File: config.mk
export PLATFORM = sky130hd
export DESIGN_NAME = csp_drive_end_flat
export DESIGN_NICKNAME = d
export VERILOG_FILES = /design/src/csp_pkg.sv /design/src/csp_link_if.sv /design/src/sync_fifo.sv /design/src/csp_drive_end.sv /design/src/flat_wrapper.sv
export SDC_FILE = /design/constraint.sdc
export NUM_CORES = 2
export LEC_CHECK = 0
export BUFFER_PORTS_ARGS = -buffer_cell sky130_fd_sc_hd__buf_2
export CAP_MARGIN = 20
export CORE_ASPECT_RATIO = 2
export CORE_MARGIN = 5
export CORE_UTILIZATION = 38
export CTS_CLUSTER_SIZE = 14
export DETAILED_ROUTE_END_ITERATION = 12
export GPL_TIMING_DRIVEN = 0
export SETUP_SLACK_MARGIN = 0.05
export SLEW_MARGIN = 30
export SYNTH_ARGS = -nofsm -noshare
export SYNTH_HDL_FRONTEND = slang
export SYNTH_HIERARCHICAL = 1
export SYNTH_SLANG_ARGS = --single-unit
File: constraint.sdc
create_clock -name clk -period 19.6 [get_ports clk]
set_clock_uncertainty 0.05 [all_clocks]
set_input_delay 1.96 -clock clk [delete_from_list [all_inputs] [get_ports clk]]
set_output_delay 1.96 -clock clk [all_outputs]
set_load 0.005 [all_outputs]
File: src/csp_pkg.sv
`default_nettype none
package csp_pkg;
  localparam int CLK_PERIOD_NS        = 20;
  localparam int SLOW_LOOP_NS         = 1000000;
  localparam int SLOW_LOOP_STEPPER_NS = 800000;
  localparam int LOOP_CYCLES          = SLOW_LOOP_NS / CLK_PERIOD_NS;
  localparam int STEPPER_LOOP_CYCLES  = SLOW_LOOP_STEPPER_NS / CLK_PERIOD_NS;
  localparam int FIFO_DEPTH           = 32;
  localparam int PDO_W                = 56;

  localparam logic [15:0] OBJ_LIMIT_ENABLE     = 16'h2086;
  localparam logic [15:0] OBJ_PROFILE_VELOCITY = 16'h6081;
  localparam logic [15:0] OBJ_PROFILE_ACCEL    = 16'h6083;
  localparam logic [15:0] OBJ_FAST_LOOP_SYNC   = 16'h2082;

  localparam logic [15:0] LIMIT_ENABLE_RESET     = 16'h0000;
  localparam logic [15:0] LIMIT_ON               = 16'h0001;
  localparam logic [15:0] FAST_LOOP_SYNC_RESET   = 16'h0000;
  localparam logic [31:0] PROFILE_VELOCITY_RESET = 32'h0000_0000;
  localparam logic [31:0] PROFILE_ACCEL_RESET    = 32'h0000_0000;

  localparam logic [15:0] CW_SHUTDOWN  = 16'h0006;
  localparam logic [15:0] CW_SWITCH_ON = 16'h0007;
  localparam logic [15:0] CW_ENABLE_OP = 16'h000F;
  localparam logic [7:0]  MODE_NONE             = 8'h00;
  localparam logic [7:0]  MODE_CYCLIC_POSITION  = 8'h08;
  localparam logic [7:0]  MODE_CYCLIC_VELOCITY  = 8'h09;

  localparam int CW_REL_BIT         = 6;
  localparam int SW_READY_BIT       = 0;
  localparam int SW_ON_BIT          = 1;
  localparam int SW_ENABLED_BIT     = 2;
  localparam int SW_DISABLED_BIT    = 6;
  localparam int SW_TARGET_USED_BIT = 12;

  typedef enum logic [1:0] {PWR_DISABLED, PWR_READY, PWR_ON, PWR_ENABLED} power_t;

  // Limits a signed error to a magnitude of at most cap.
  function automatic logic signed [31:0] clampStep(input logic signed [31:0] err,
                                                   input logic [31:0] cap);
    logic signed [32:0] e;
    logic signed [32:0] c;
    logic signed [32:0] n;
    e = {err[31], err};
    c = $signed({1'b0, cap});
    n = -c;
    if (e > c) begin
      return c[31:0];
    end else if (e < n) begin
      return n[31:0];
    end
    return err;
  endfunction
endpackage
`default_nettype wire

File: src/csp_link_if.sv
`timescale 1ns/1ns
`default_nettype none
interface csp_link_if;
  logic        pdoValid;
  logic        pdoReady;
  logic [15:0] controlWord;
  logic [7:0]  modeOfOperation;
  logic [31:0] targetPosition;
  logic        objValid;
  logic        objReady;
  logic [15:0] objIndex;
  logic [31:0] objData;
  logic [15:0] statusWord;
  logic [31:0] actualPosition;
  logic [31:0] actualVelocity;

  modport drive_mp (
    input  pdoValid, controlWord, modeOfOperation, targetPosition, objValid, objIndex, objData,
    output pdoReady, objReady, statusWord, actualPosition, actualVelocity
  );
  modport master_mp (
    output pdoValid, controlWord, modeOfOperation, targetPosition, objValid, objIndex, objData,
    input  pdoReady, objReady, statusWord, actualPosition, actualVelocity
  );
endinterface
`default_nettype wire

File: src/sync_fifo.sv
`timescale 1ns/1ns
`default_nettype none
module sync_fifo #(
  parameter int WIDTH = 56,
  parameter int DEPTH = 32
) (
  input  wire logic             clk,
  input  wire logic             rst_n,
  input  wire logic             inValid,
  output logic                  inReady,
  input  wire logic [WIDTH-1:0] inData,
  output logic                  outValid,
  input  wire logic             outReady,
  output logic      [WIDTH-1:0] outData
);
  localparam int AW = $clog2(DEPTH);
  if (WIDTH < 1 || DEPTH < 2 || (1 << AW) != DEPTH) begin
    $error("DEPTH must be a power of two");
  end
  logic [WIDTH-1:0] mem [DEPTH];
  logic [AW:0]      wrPtr_r;
  logic [AW:0]      rdPtr_r;

  assign inReady  = !((wrPtr_r[AW] != rdPtr_r[AW]) && (wrPtr_r[AW-1:0] == rdPtr_r[AW-1:0]));
  assign outValid = (wrPtr_r != rdPtr_r);
  assign outData  = mem[rdPtr_r[AW-1:0]];

  always_ff @(posedge clk) begin
    if (inValid && inReady) begin
      mem[wrPtr_r[AW-1:0]] <= inData;
    end
  end
  always_ff @(posedge clk) begin
    if (!rst_n) begin
      wrPtr_r <= '0;
    end else if (inValid && inReady) begin
      wrPtr_r <= wrPtr_r + 1'b1;
    end
  end
  always_ff @(posedge clk) begin
    if (!rst_n) begin
      rdPtr_r <= '0;
    end else if (outValid && outReady) begin
      rdPtr_r <= rdPtr_r + 1'b1;
    end
  end
endmodule
`default_nettype wire

File: src/csp_drive_end.sv
// Operation
// - Master trajectory; drive closes loops, reports actuals.
// - Position mode speed capped by profile velocity with limiting on, by MAX_SPEED with it off.
// - Profile velocity resets zero; zero blocks motion in position mode.
// - Control bit 6 clear: absolute target.
// - Control bit 6 set: target added to position.
// - Status bit 12 shows target in use.
// - Limiting active only when limit object is one.
// - Limits: velocity in position, acceleration in velocity.
// - Limit on, zero profile: motor stays still.
// - Master enables with control words 06, 07, 0F.
// - Mode value 08 selects cyclic position mode.
// - Each new 32-bit target starts a segment.
// - Master sends process data every slow loop.
// - Sync on fast loop object stays zero.
`timescale 1ns/1ns
`default_nettype none
module csp_drive_end
  import csp_pkg::*;
#(
  parameter int          LOOP_CYCLES = csp_pkg::LOOP_CYCLES,
  parameter int          DEPTH       = FIFO_DEPTH,
  parameter logic [31:0] MAX_SPEED   = 32'h0000_1000,
  parameter logic [31:0] MAX_ACCEL   = 32'h0000_0100
) (
  input  wire logic        clk,
  input  wire logic        rst_n,
  csp_link_if.drive_mp     link,
  output logic             loopTick,
  output logic [31:0]      demandPosition,
  output logic             limitActive,
  output logic             syncOnFastLoop
);
  if (LOOP_CYCLES < 2) begin
    $error("LOOP_CYCLES must be at least 2");
  end

  logic [31:0]      tickCnt_r;
  logic             fifoValid;
  logic [PDO_W-1:0] fifoData;
  logic             take;
  logic [15:0]      newCw;
  logic [7:0]       newMode;
  logic [31:0]      newTarget;
  logic [15:0]      limitEnable_r;
  logic [31:0]      profileVelocity_r;
  logic [31:0]      profileAccel_r;
  logic [15:0]      fastLoopSync_r;
  power_t           power_r;
  logic [7:0]       mode_r;
  logic [31:0]      targetPos_r;
  logic [31:0]      targetVel_r;
  logic [31:0]      position_r;
  logic [31:0]      velocity_r;
  logic [15:0]      status_r;
  logic             enabled;
  logic             inPosMode;
  logic             inVelMode;
  logic             targetUsed;
  logic [31:0]      velCap;
  logic [31:0]      accCap;

  // Targets queue here and leave one per loop tick, so a master that bursts is
  // held off by pdoReady instead of overwriting a segment still being run.
  sync_fifo #(
    .WIDTH (PDO_W),
    .DEPTH (DEPTH)
  ) u_fifo (
    .clk      (clk),
    .rst_n    (rst_n),
    .inValid  (link.pdoValid),
    .inReady  (link.pdoReady),
    .inData   ({link.controlWord, link.modeOfOperation, link.targetPosition}),
    .outValid (fifoValid),
    .outReady (loopTick),
    .outData  (fifoData)
  );

  assign link.objReady = 1'b1;
  assign loopTick      = (tickCnt_r == 32'(LOOP_CYCLES - 1));
  assign take          = loopTick && fifoValid;
  assign newCw         = fifoData[55:40];
  assign newMode       = fifoData[39:32];
  assign newTarget     = fifoData[31:0];

  always_ff @(posedge clk) begin
    if (!rst_n || loopTick) begin
      tickCnt_r <= '0;
    end else begin
      tickCnt_r <= tickCnt_r + 32'h0000_0001;
    end
  end

  always_ff @(posedge clk) begin
    if (!rst_n) begin
      limitEnable_r     <= LIMIT_ENABLE_RESET;
      profileVelocity_r <= PROFILE_VELOCITY_RESET;
      profileAccel_r    <= PROFILE_ACCEL_RESET;
      fastLoopSync_r    <= FAST_LOOP_SYNC_RESET;
    end else if (link.objValid) begin
      unique case (link.objIndex)
        OBJ_LIMIT_ENABLE:     limitEnable_r <= link.objData[15:0];
        OBJ_PROFILE_VELOCITY: profileVelocity_r <= link.objData;
        OBJ_PROFILE_ACCEL:    profileAccel_r <= link.objData;
        OBJ_FAST_LOOP_SYNC:   fastLoopSync_r <= link.objData[15:0];
        default: begin
        end
      endcase
    end
  end

  // Any word that breaks the enable sequence drops the drive back to disabled.
  always_ff @(posedge clk) begin
    if (!rst_n) begin
      power_r <= PWR_DISABLED;
    end else if (take) begin
      unique case (power_r)
        PWR_DISABLED: power_r <= (newCw == CW_SHUTDOWN) ? PWR_READY : PWR_DISABLED;
        PWR_READY: begin
          if (newCw == CW_SWITCH_ON) begin
            power_r <= PWR_ON;
          end else if (newCw != CW_SHUTDOWN) begin
            power_r <= PWR_DISABLED;
          end
        end
        PWR_ON: begin
          if (newCw == CW_ENABLE_OP) begin
            power_r <= PWR_ENABLED;
          end else if (newCw != CW_SWITCH_ON) begin
            power_r <= PWR_DISABLED;
          end
        end
        PWR_ENABLED: begin
          if (newCw[3:0] != CW_ENABLE_OP[3:0]) begin
            power_r <= PWR_DISABLED;
          end
        end
      endcase
    end
  end

  always_ff @(posedge clk) begin
    if (!rst_n) begin
      mode_r <= MODE_NONE;
    end else if (take) begin
      mode_r <= newMode;
    end
  end

  assign enabled     = (power_r == PWR_ENABLED);
  assign inPosMode   = enabled && (mode_r == MODE_CYCLIC_POSITION);
  assign inVelMode   = enabled && (mode_r == MODE_CYCLIC_VELOCITY);
  assign limitActive = (limitEnable_r == LIMIT_ON);
  // A zero profile velocity holds the target off even with limiting off.
  assign targetUsed  = inPosMode && (profileVelocity_r != 32'h0000_0000);
  assign velCap      = limitActive ? profileVelocity_r : MAX_SPEED;
  assign accCap      = limitActive ? profileAccel_r : MAX_ACCEL;

  // A position target is resolved once, on arrival, against the present position.
  always_ff @(posedge clk) begin
    if (!rst_n) begin
      targetPos_r <= '0;
    end else if (take && enabled && newMode == MODE_CYCLIC_POSITION) begin
      if (newCw[CW_REL_BIT]) begin
        targetPos_r <= position_r + newTarget;
      end else begin
        targetPos_r <= newTarget;
      end
    end
  end

  always_ff @(posedge clk) begin
    if (!rst_n) begin
      targetVel_r <= '0;
    end else if (take && enabled && newMode == MODE_CYCLIC_VELOCITY) begin
      targetVel_r <= newTarget;
    end
  end

  // Each loop tick with the target in use, or in velocity mode, moves one step toward the stored target; a target taken on that tick counts from the next.
  always_ff @(posedge clk) begin
    if (!rst_n) begin
      position_r <= '0;
      velocity_r <= '0;
    end else if (loopTick) begin
      if (targetUsed) begin
        velocity_r <= clampStep($signed(targetPos_r - position_r), velCap);
        position_r <= position_r + clampStep($signed(targetPos_r - position_r), velCap);
      end else if (inVelMode) begin
        velocity_r <= velocity_r + clampStep($signed(targetVel_r - velocity_r), accCap);
        position_r <= position_r + velocity_r;
      end else begin
        velocity_r <= '0;
      end
    end
  end

  always_ff @(posedge clk) begin
    if (!rst_n) begin
      status_r <= '0;
    end else begin
      status_r                     <= '0;
      status_r[SW_DISABLED_BIT]    <= (power_r == PWR_DISABLED);
      status_r[SW_READY_BIT]       <= (power_r != PWR_DISABLED);
      status_r[SW_ON_BIT]          <= (power_r == PWR_ON) || enabled;
      status_r[SW_ENABLED_BIT]     <= enabled;
      status_r[SW_TARGET_USED_BIT] <= targetUsed;
    end
  end

  // Actual values go back every cycle so the master can close its trajectory.
  assign link.statusWord     = status_r;
  assign link.actualPosition = position_r;
  assign link.actualVelocity = velocity_r;
  assign demandPosition      = targetPos_r;
  assign syncOnFastLoop      = (fastLoopSync_r != FAST_LOOP_SYNC_RESET);
endmodule
`default_nettype wire

File: src/flat_wrapper.sv
// flat-port wrapper written by rule: the top's interface ports become plain ports
module csp_drive_end_flat import csp_pkg::*;
#(
  parameter int          LOOP_CYCLES = csp_pkg::LOOP_CYCLES,
  parameter int          DEPTH       = FIFO_DEPTH,
  parameter logic [31:0] MAX_SPEED   = 32'h0000_1000,
  parameter logic [31:0] MAX_ACCEL   = 32'h0000_0100
)
  (clk, rst_n, loopTick, demandPosition, limitActive, syncOnFastLoop, link_pdoValid, link_controlWord, link_modeOfOperation, link_targetPosition, link_objValid, link_objIndex, link_objData, link_pdoReady, link_objReady, link_statusWord, link_actualPosition, link_actualVelocity);
  csp_link_if link_i ();
  input  wire logic clk;
  input  wire logic rst_n;
  output logic loopTick;
  output logic [31:0] demandPosition;
  output logic limitActive;
  output logic syncOnFastLoop;
  input wire logic [$bits(link_i.pdoValid)-1:0] link_pdoValid;
  input wire logic [$bits(link_i.controlWord)-1:0] link_controlWord;
  input wire logic [$bits(link_i.modeOfOperation)-1:0] link_modeOfOperation;
  input wire logic [$bits(link_i.targetPosition)-1:0] link_targetPosition;
  input wire logic [$bits(link_i.objValid)-1:0] link_objValid;
  input wire logic [$bits(link_i.objIndex)-1:0] link_objIndex;
  input wire logic [$bits(link_i.objData)-1:0] link_objData;
  output wire logic [$bits(link_i.pdoReady)-1:0] link_pdoReady;
  output wire logic [$bits(link_i.objReady)-1:0] link_objReady;
  output wire logic [$bits(link_i.statusWord)-1:0] link_statusWord;
  output wire logic [$bits(link_i.actualPosition)-1:0] link_actualPosition;
  output wire logic [$bits(link_i.actualVelocity)-1:0] link_actualVelocity;
  assign link_i.pdoValid = link_pdoValid;
  assign link_i.controlWord = link_controlWord;
  assign link_i.modeOfOperation = link_modeOfOperation;
  assign link_i.targetPosition = link_targetPosition;
  assign link_i.objValid = link_objValid;
  assign link_i.objIndex = link_objIndex;
  assign link_i.objData = link_objData;
  assign link_pdoReady = link_i.pdoReady;
  assign link_objReady = link_i.objReady;
  assign link_statusWord = link_i.statusWord;
  assign link_actualPosition = link_i.actualPosition;
  assign link_actualVelocity = link_i.actualVelocity;
  csp_drive_end #(.LOOP_CYCLES(LOOP_CYCLES), .DEPTH(DEPTH), .MAX_SPEED(MAX_SPEED), .MAX_ACCEL(MAX_ACCEL)) u_core (.clk(clk), .rst_n(rst_n), .link(link_i), .loopTick(loopTick), .demandPosition(demandPosition), .limitActive(limitActive), .syncOnFastLoop(syncOnFastLoop));
endmodule
Word-level counts from Yosys, hierarchy flattened. Memories as Yosys holds them, arrays and structs flattened. A register that Yosys moved wholly into a read port is not among the register bits. Index checks and enable logic that the tools add are counted. Widths: inputs -> output; s select.

Register bits after elaboration: 294. Bits in writable memories: 1792. Input bits: 108. Output and inout port bits: 117. Word-level logic and storage cells: 122. Memories: 1.

$add $sub $neg: 11. $lt $le $gt $ge: 4. Eq/ne operators: 25. Muxes and demuxes: 42. Reduce and logical (&&, ||, !) cells: 24.

Memory list: u_core.u_fifo.mem (depth 32, bits a word 56, rd ports 1, clocked after Yosys merged registers in 1, write ports 1, line sync_fifo.sv:20) `logic [WIDTH-1:0] mem [DEPTH];`.

Operators with widths (count): $mux 32 (20); $add 32x32->32 (4); $gt 32x33->1 (2); $lt 32x33->1 (2); $neg 32->33 (2); $sub 32x32->32 (2); $add 32x1->32 const B (1); $eq 16x14->1 const B (2); $eq 16x15->1 const B (2); $eq 16x3->1 const B (2); $eq 32x16->1 const B (1); $eq 8x4->1 const B (4); $ne 16x3->1 const B (2); $reduce_bool 32->1 (1); $eq 16x1->1 const B (1); $eq 16x4->1 const B (1); $reduce_bool 16->1 (1); $mux 1 (14); $add 6x1->6 const B (2); $mux 2 (5); $mux 5 (2); $reduce_and 2->1 (5); $logic_and 1x1->1 (9); $pmux 2 s4 (1); other kinds (13) (18).

Depth between registers and ports, before layout.
Depth after elaboration: 18. Gate-level depth with buffers: 41. Mapped depth without buffers: 39.

Cells and area by module. Netlist, hierarchy kept.

Modules (own cells, without submodules): sync_fifo (times used 1, cells each 3947, area each 70081.0 um^2, sequential area each 54151.9 um^2); csp_drive_end (times used 1, cells each 3332, area each 24666.2 um^2, sequential area each 5425.2 um^2).

Least setup slack after synthesis. No wires, ideal clock.

Kind: reg-to-reg. From: reg u_core.limitEnable_r[15]. To: reg u_core.position_r[31], in the netlist u_core/link.actualPosition[31]. Library setup time: 0.072 ns. Data arrival time: 8.319 ns. Data required time: 19.478 ns. Path slack: 11.160 ns. Stages on the path, launching flop included: 38. Path buffers: 6. Clock period less this slack: 8.440 ns. Cell sequence: dfxtp_1 -> nor4b_1 -> nand4_1 -> inv_1 -> clkbuf_1 -> clkbuf_1 -> clkbuf_1 -> clkbuf_1 -> nand2_1 -> ha_1 -> o21ai_1 -> nor3_1 -> xnor2_1 -> nor2_1 -> ha_1 -> a21o_1 -> a21o_1 -> a21oi_1 -> (+2 left out) -> a41oi_1 -> clkbuf_1 -> clkbuf_1 -> nor2_1 -> o311ai_0 -> o21ai_0 -> ha_1 -> o21a_1 -> o21ai_0 -> nor3_1 -> nor4_1 -> o2111a_1 -> o41ai_1 -> a21oi_1 -> or4_1 -> o211ai_1 -> a311oi_1 -> mux2i_1.

Word-level cells in the longest chain between the ends: 15. Elaborated cells on any way between the ends: 18. Classes of those cells: 2 x add/sub; 2 x order compare; 1 x eq/ne; 13 x mux.

RTL lines: start, declared (line csp_drive_end.sv:45) `logic [15:0] limitEnable_r;`; start signal, assigned (line csp_drive_end.sv:102) `OBJ_LIMIT_ENABLE: limitEnable_r <= link.objData[15:0];`; $eq 16x1->1 (*) (line csp_drive_end.sv:153) `assign limitActive = (limitEnable_r == LIMIT_ON);`; $mux 32 (*) (line csp_drive_end.sv:156) `assign velCap = limitActive ? profileVelocity_r : MAX_SPEED;`; $neg 32->33 (line csp_pkg.sv:46) `n = -c;`; $lt 32x33->1 (line csp_pkg.sv:49) `end else if (e < n) begin`; $mux 1 (line csp_pkg.sv:49); $mux 1 (line csp_pkg.sv:47) `if (e > c) begin`; $mux 1 (line csp_drive_end.sv:186) `if (targetUsed) begin`; $mux 1 (line csp_drive_end.sv:185) `end else if (loopTick) begin`; $mux 1 (line csp_drive_end.sv:182) `if (!rst_n) begin`; $mux 32 (*) (line csp_pkg.sv:52) `return err;`; $mux 32 (*) (line csp_drive_end.sv:186); $mux 32 (*) (line csp_drive_end.sv:185); $mux 32 (*) (line csp_drive_end.sv:182); $add 32x32->32 (*) (line csp_drive_end.sv:188) `position_r <= position_r + clampStep($signed(targetPos_r - position_r), velCap);`; $mux 32 (*) (line csp_drive_end.sv:186); end signal, assigned (line csp_drive_end.sv:188); end signal, assigned (line csp_drive_end.sv:191) `position_r <= position_r + velocity_r;`; end, declared (line csp_drive_end.sv:53) `logic [31:0] position_r;`.

Mark *: on every way between the ends. The rest lies on a longest branch, timed or not. The select of a mux whose other input is x is not followed. A chain may end at the register's enable or synchronous reset.

Worst setup path in the final report.
From: reg u_core.limitEnable_r[10]. To: reg u_core.velocity_r[28], in the netlist u_core/link.actualVelocity[28].

Word-level cells in the longest chain between the ends: 18. Elaborated cells on any way between the ends: 33. Classes of those cells: 3 x add/sub; 4 x order compare; 1 x eq/ne; 25 x mux.

RTL lines: $eq 16x1->1 (*) (line csp_drive_end.sv:153); $mux 32 (line csp_drive_end.sv:157) `assign accCap = limitActive ? profileAccel_r : MAX_ACCEL;`; $neg 32->33 (line csp_pkg.sv:46); $lt 32x33->1 (line csp_pkg.sv:49); $mux 1 (line csp_pkg.sv:49); $mux 1 (line csp_pkg.sv:47); $mux 1 (line csp_drive_end.sv:189) `end else if (inVelMode) begin`; $mux 1 (line csp_drive_end.sv:186); (+2 left out); $mux 32 (line csp_pkg.sv:52); $mux 32 (line csp_drive_end.sv:189); $mux 32 (line csp_drive_end.sv:186); $mux 32 (line csp_drive_end.sv:185); $mux 32 (line csp_drive_end.sv:182); $add 32x32->32 (line csp_drive_end.sv:190) `velocity_r <= velocity_r + clampStep($signed(targetVel_r - velocity_r), accCap);`; $mux 32 (line csp_drive_end.sv:189); $mux 32 (*) (line csp_drive_end.sv:186); end signal, assigned (line csp_drive_end.sv:187) `velocity_r <= clampStep($signed(targetPos_r - position_r), velCap);`; end signal, assigned (line csp_drive_end.sv:190); end, declared (line csp_drive_end.sv:54) `logic [31:0] velocity_r;`.

Marked as above.

==> metrics.yaml <==
relSlewSlack_pct: 19.56
vias: 64550
worstSetupPathType: "flop to flop"
clk_pin_slew_ns: 0.07
whs_endpoint: "u_core/mode_r[7]"
drt-total-wl_um: 368300
synth_edf_count: 1792
hold_violations: 0
hp-start: "u_core/mode_r[7]"
dp_slack_ns: 3.570
synth_cells: 7279
synth_seq_area_share_pct: 62.88
reg2reg_slack_ns: 3.09
area_growth_pct: 15.65
ys.flop_type: "edfxtp_1"
finalSetupTns_ns: 0
grt_setup_unrepaired: "no"
drc_errors: 0
fin_cells: 11240
antenna_found_initial: 37
cts_tree: "yes"
syn-cell-area_sq_um: 94750
grt_busiest_layer: "met2"
final_max_slew_viol_count: 0
gr-usage-met1_pct: 23.51
grt_usage_pct: 27.78
io_pins: 225
worstPathArrival_ns: 17.22
post-route-period-util_pct: 84.21
p_leak_nw: 36.64
dr.pass1.iters: 6
r2r_start: "u_core/limitEnable_r[10]"
grt_max_degree: 33
max_cap_violations: 0
cts_max_level: 4
die_x_um: 363.1
fin_ws_ns: 3.094
io_buffers: 212
start_util_pct: 38.12
synth-async-reset-ratio_pct: 0
hold_path_class: "flop to flop"
first_iter_violations: 4805
die_y_um: 716.2
grt_overflow: 0
cp_data_required_time_ns: 20.31
reg2reg_depth: 39
hold_depth: 2
viasPerCell: 5.742
drtAntennaViolNets: 0
synth_area_leader_cell: "edfxtp_1"
totalPowerFinal_mw: 8.547
grt_pass1_wl_um: 505500
row_count: 259
dp_cells: 10910
p_per_area_nw_per_um2: 78.00
slowest_delay_ns: 0.84
nets: 8257
synthTopCellsByArea: "edfxtp_1, mux2i_1, dfxtp_1, ha_1, nand2_1"
hpwl_um: 287300
die-area_sq_um: 260000
cts_sinks: 2080
r2r-end: "u_core/link.actualVelocity[28]"
fmax_ghz: 0.06059
layout.cells.most_common: "edfxtp_1"
finalCriticalPeriod_ns: 16.51
tightest_slew_ns: 1.199
ir_drop_v: 0.00006655
synth_area_per_cell_sq_um: 13.02
layout-drive-gt1-share_pct: 10.86
cp-end-kind: "flop"
synth_warnings: 6
path_max_fanout: 10
core_area_sq_um: 248600
crit_family: "buffers and inverters"
cts_buffer_depth: 4
critPathLaunchType: "flop"
setup-violations-final: 0
cts_setup_buffers: 0
path_buf_inv: 11
cts_resized: 0
grt_pass1_vias: 66260
grtUsageMet3_pct: 5.192
grt_util_met2_pct: 52.72
status: "finished, final reports clean"
crit_slowest_cell: "buf_1"
yosysUniqueCellTypes: 103
synth-seq-cells: 2080
final_cell_mix: "edfxtp_1, mux2i_1, nand2_1"
gp_congestion: 1.025
drt-wirelength-per-cell_um: 32.76
synth_top_area_share_pct: 56.79
root_buffer: "clkbuf_16"
numCtsBuffers: 189
cpMostUsedCell: "a211oi_1"
ctsHoldBuffers: 0
insertion_delay_ns: 0.85
-- per-stage QoR --
stage / instance area, sq um / utilization, % / hold WS, ns
detailed placement: 104000 / 41.84 / 0.3985
CTS: 109400 / 44.03 / 0.4058
global placement: 99930 / 40.20 / 0.3890
global route: 109500 / 44.07 / 0.4255
finish: 109600 / 44.09 / 0.4084
floorplan: 94780 / - / 0.3762
-- per-layer routing --
metal / share of wire (%) / routed length [um] / vias up
met4: 12 / 44300 / 28
li1: - / - / 28790
met3: 4.8 / 17830 / 1051
met5: 0.047 / 174 / -
met1: 29 / 107400 / 32470
met2: 54 / 198600 / 2215
-- power by group --
part	internal, mW	switching (mW)
Clock	1.84	1.62
Sequential	4.83	0.00658
Combinational	0.0602	0.192
-- registers in the layout (all words and copies together) (netlist names), 8 cells and up, named ones only --
register	cells
u_core/limitEnable_r	16
u_core/targetVel_r	32
u_core/link.actualVelocity	32
u_core/profileVelocity_r	32
u_core/link.actualPosition	32
u_core/demandPosition	32
u_core/mode_r	8
u_core/u_fifo/mem	1792
u_core/profileAccel_r	32
u_core/tickCnt_r	32
u_core/fastLoopSync_r	16
-- worst register-to-register path: cells and delay by family (launching register included) --
kind,cells,cell delay (ns)
adders and majority gates,3,0.89
and+or+nand+nor,8,2.14
DFF,1,0.31
xor gates and xnor gates,1,0.27
buffers and inverters,11,6.79
muxes,1,0.35
AOI/OAI and AO/OA,15,5.66
-- cell usage after synthesis (32+ instances only) --
cell         n
o21ai_0    202
nand3_1    248
buf_1       32
dfxtp_1    288
xnor2_1    123
a21o_1     107
nand4_1     59
a22oi_1    176
edfxtp_1  1792
mux2i_1    976
nor3_1     118
inv_1      126
a22o_1     115
xor2_1      82
o21a_1      34
nor4_1      38
clkbuf_1   218
a211oi_1    49
buf_2      111
a21oi_1    476
nand2_1    695
ha_1       301
or3_1       36
nand2b_1    44
and2_1      37
nor2_1     326
a31oi_1    104
-- cells by family (layout without fill, tap and decap cells) --
group,after synthesis,after routing,share of synthesized area [%]
other,2,36,0.007926
AO/OA/AOI/OAI,1469,1469,10.10
adder cells (fa/ha/maj),306,306,4.081
XOR/XNOR,208,208,1.947
buffers and inverters,512,1179,2.274
AND/OR/NAND/NOR,1722,1722,8.345
flip-flops,2080,2080,62.88
multiplexers,980,980,10.36
-- worst max-delay path by stage --
| stage | cells after the start | to | from |
|---|---|---|---|
| floorplan | 37 | u_core/link.actualPosition[31] | u_core/limitEnable_r[15] |
| global placement | 38 | u_core/link.actualPosition[31] | u_core/limitEnable_r[10] |
| detailed placement | 39 | u_core/link.actualVelocity[28] | u_core/limitEnable_r[10] |
| CTS | 39 | u_core/link.actualVelocity[28] | u_core/limitEnable_r[10] |
| global route | 40 | u_core/link.actualVelocity[28] | u_core/limitEnable_r[10] |
| finish | 39 | u_core/link.actualVelocity[28] | u_core/limitEnable_r[10] |
-- final cells by class --
| class | instances | area, sq um |
|---|---|---|
| Inverter | 128 | 480.5 |
| Clock inverter | 52 | 382.9 |
| Multi-Input combinational cell | 4697 | 33480 |
| Timing Repair Buffer | 363 | 4737 |
| Clock buffer | 252 | 5070 |
| Sequential cell | 2080 | 59580 |
| Antenna cell | 24 | 60.06 |
| Fill cell | 22410 | 139000 |
| Buffer | 384 | 1714 |
| Tap cell | 3262 | 4081 |
(Power assumes the default switching activity.)
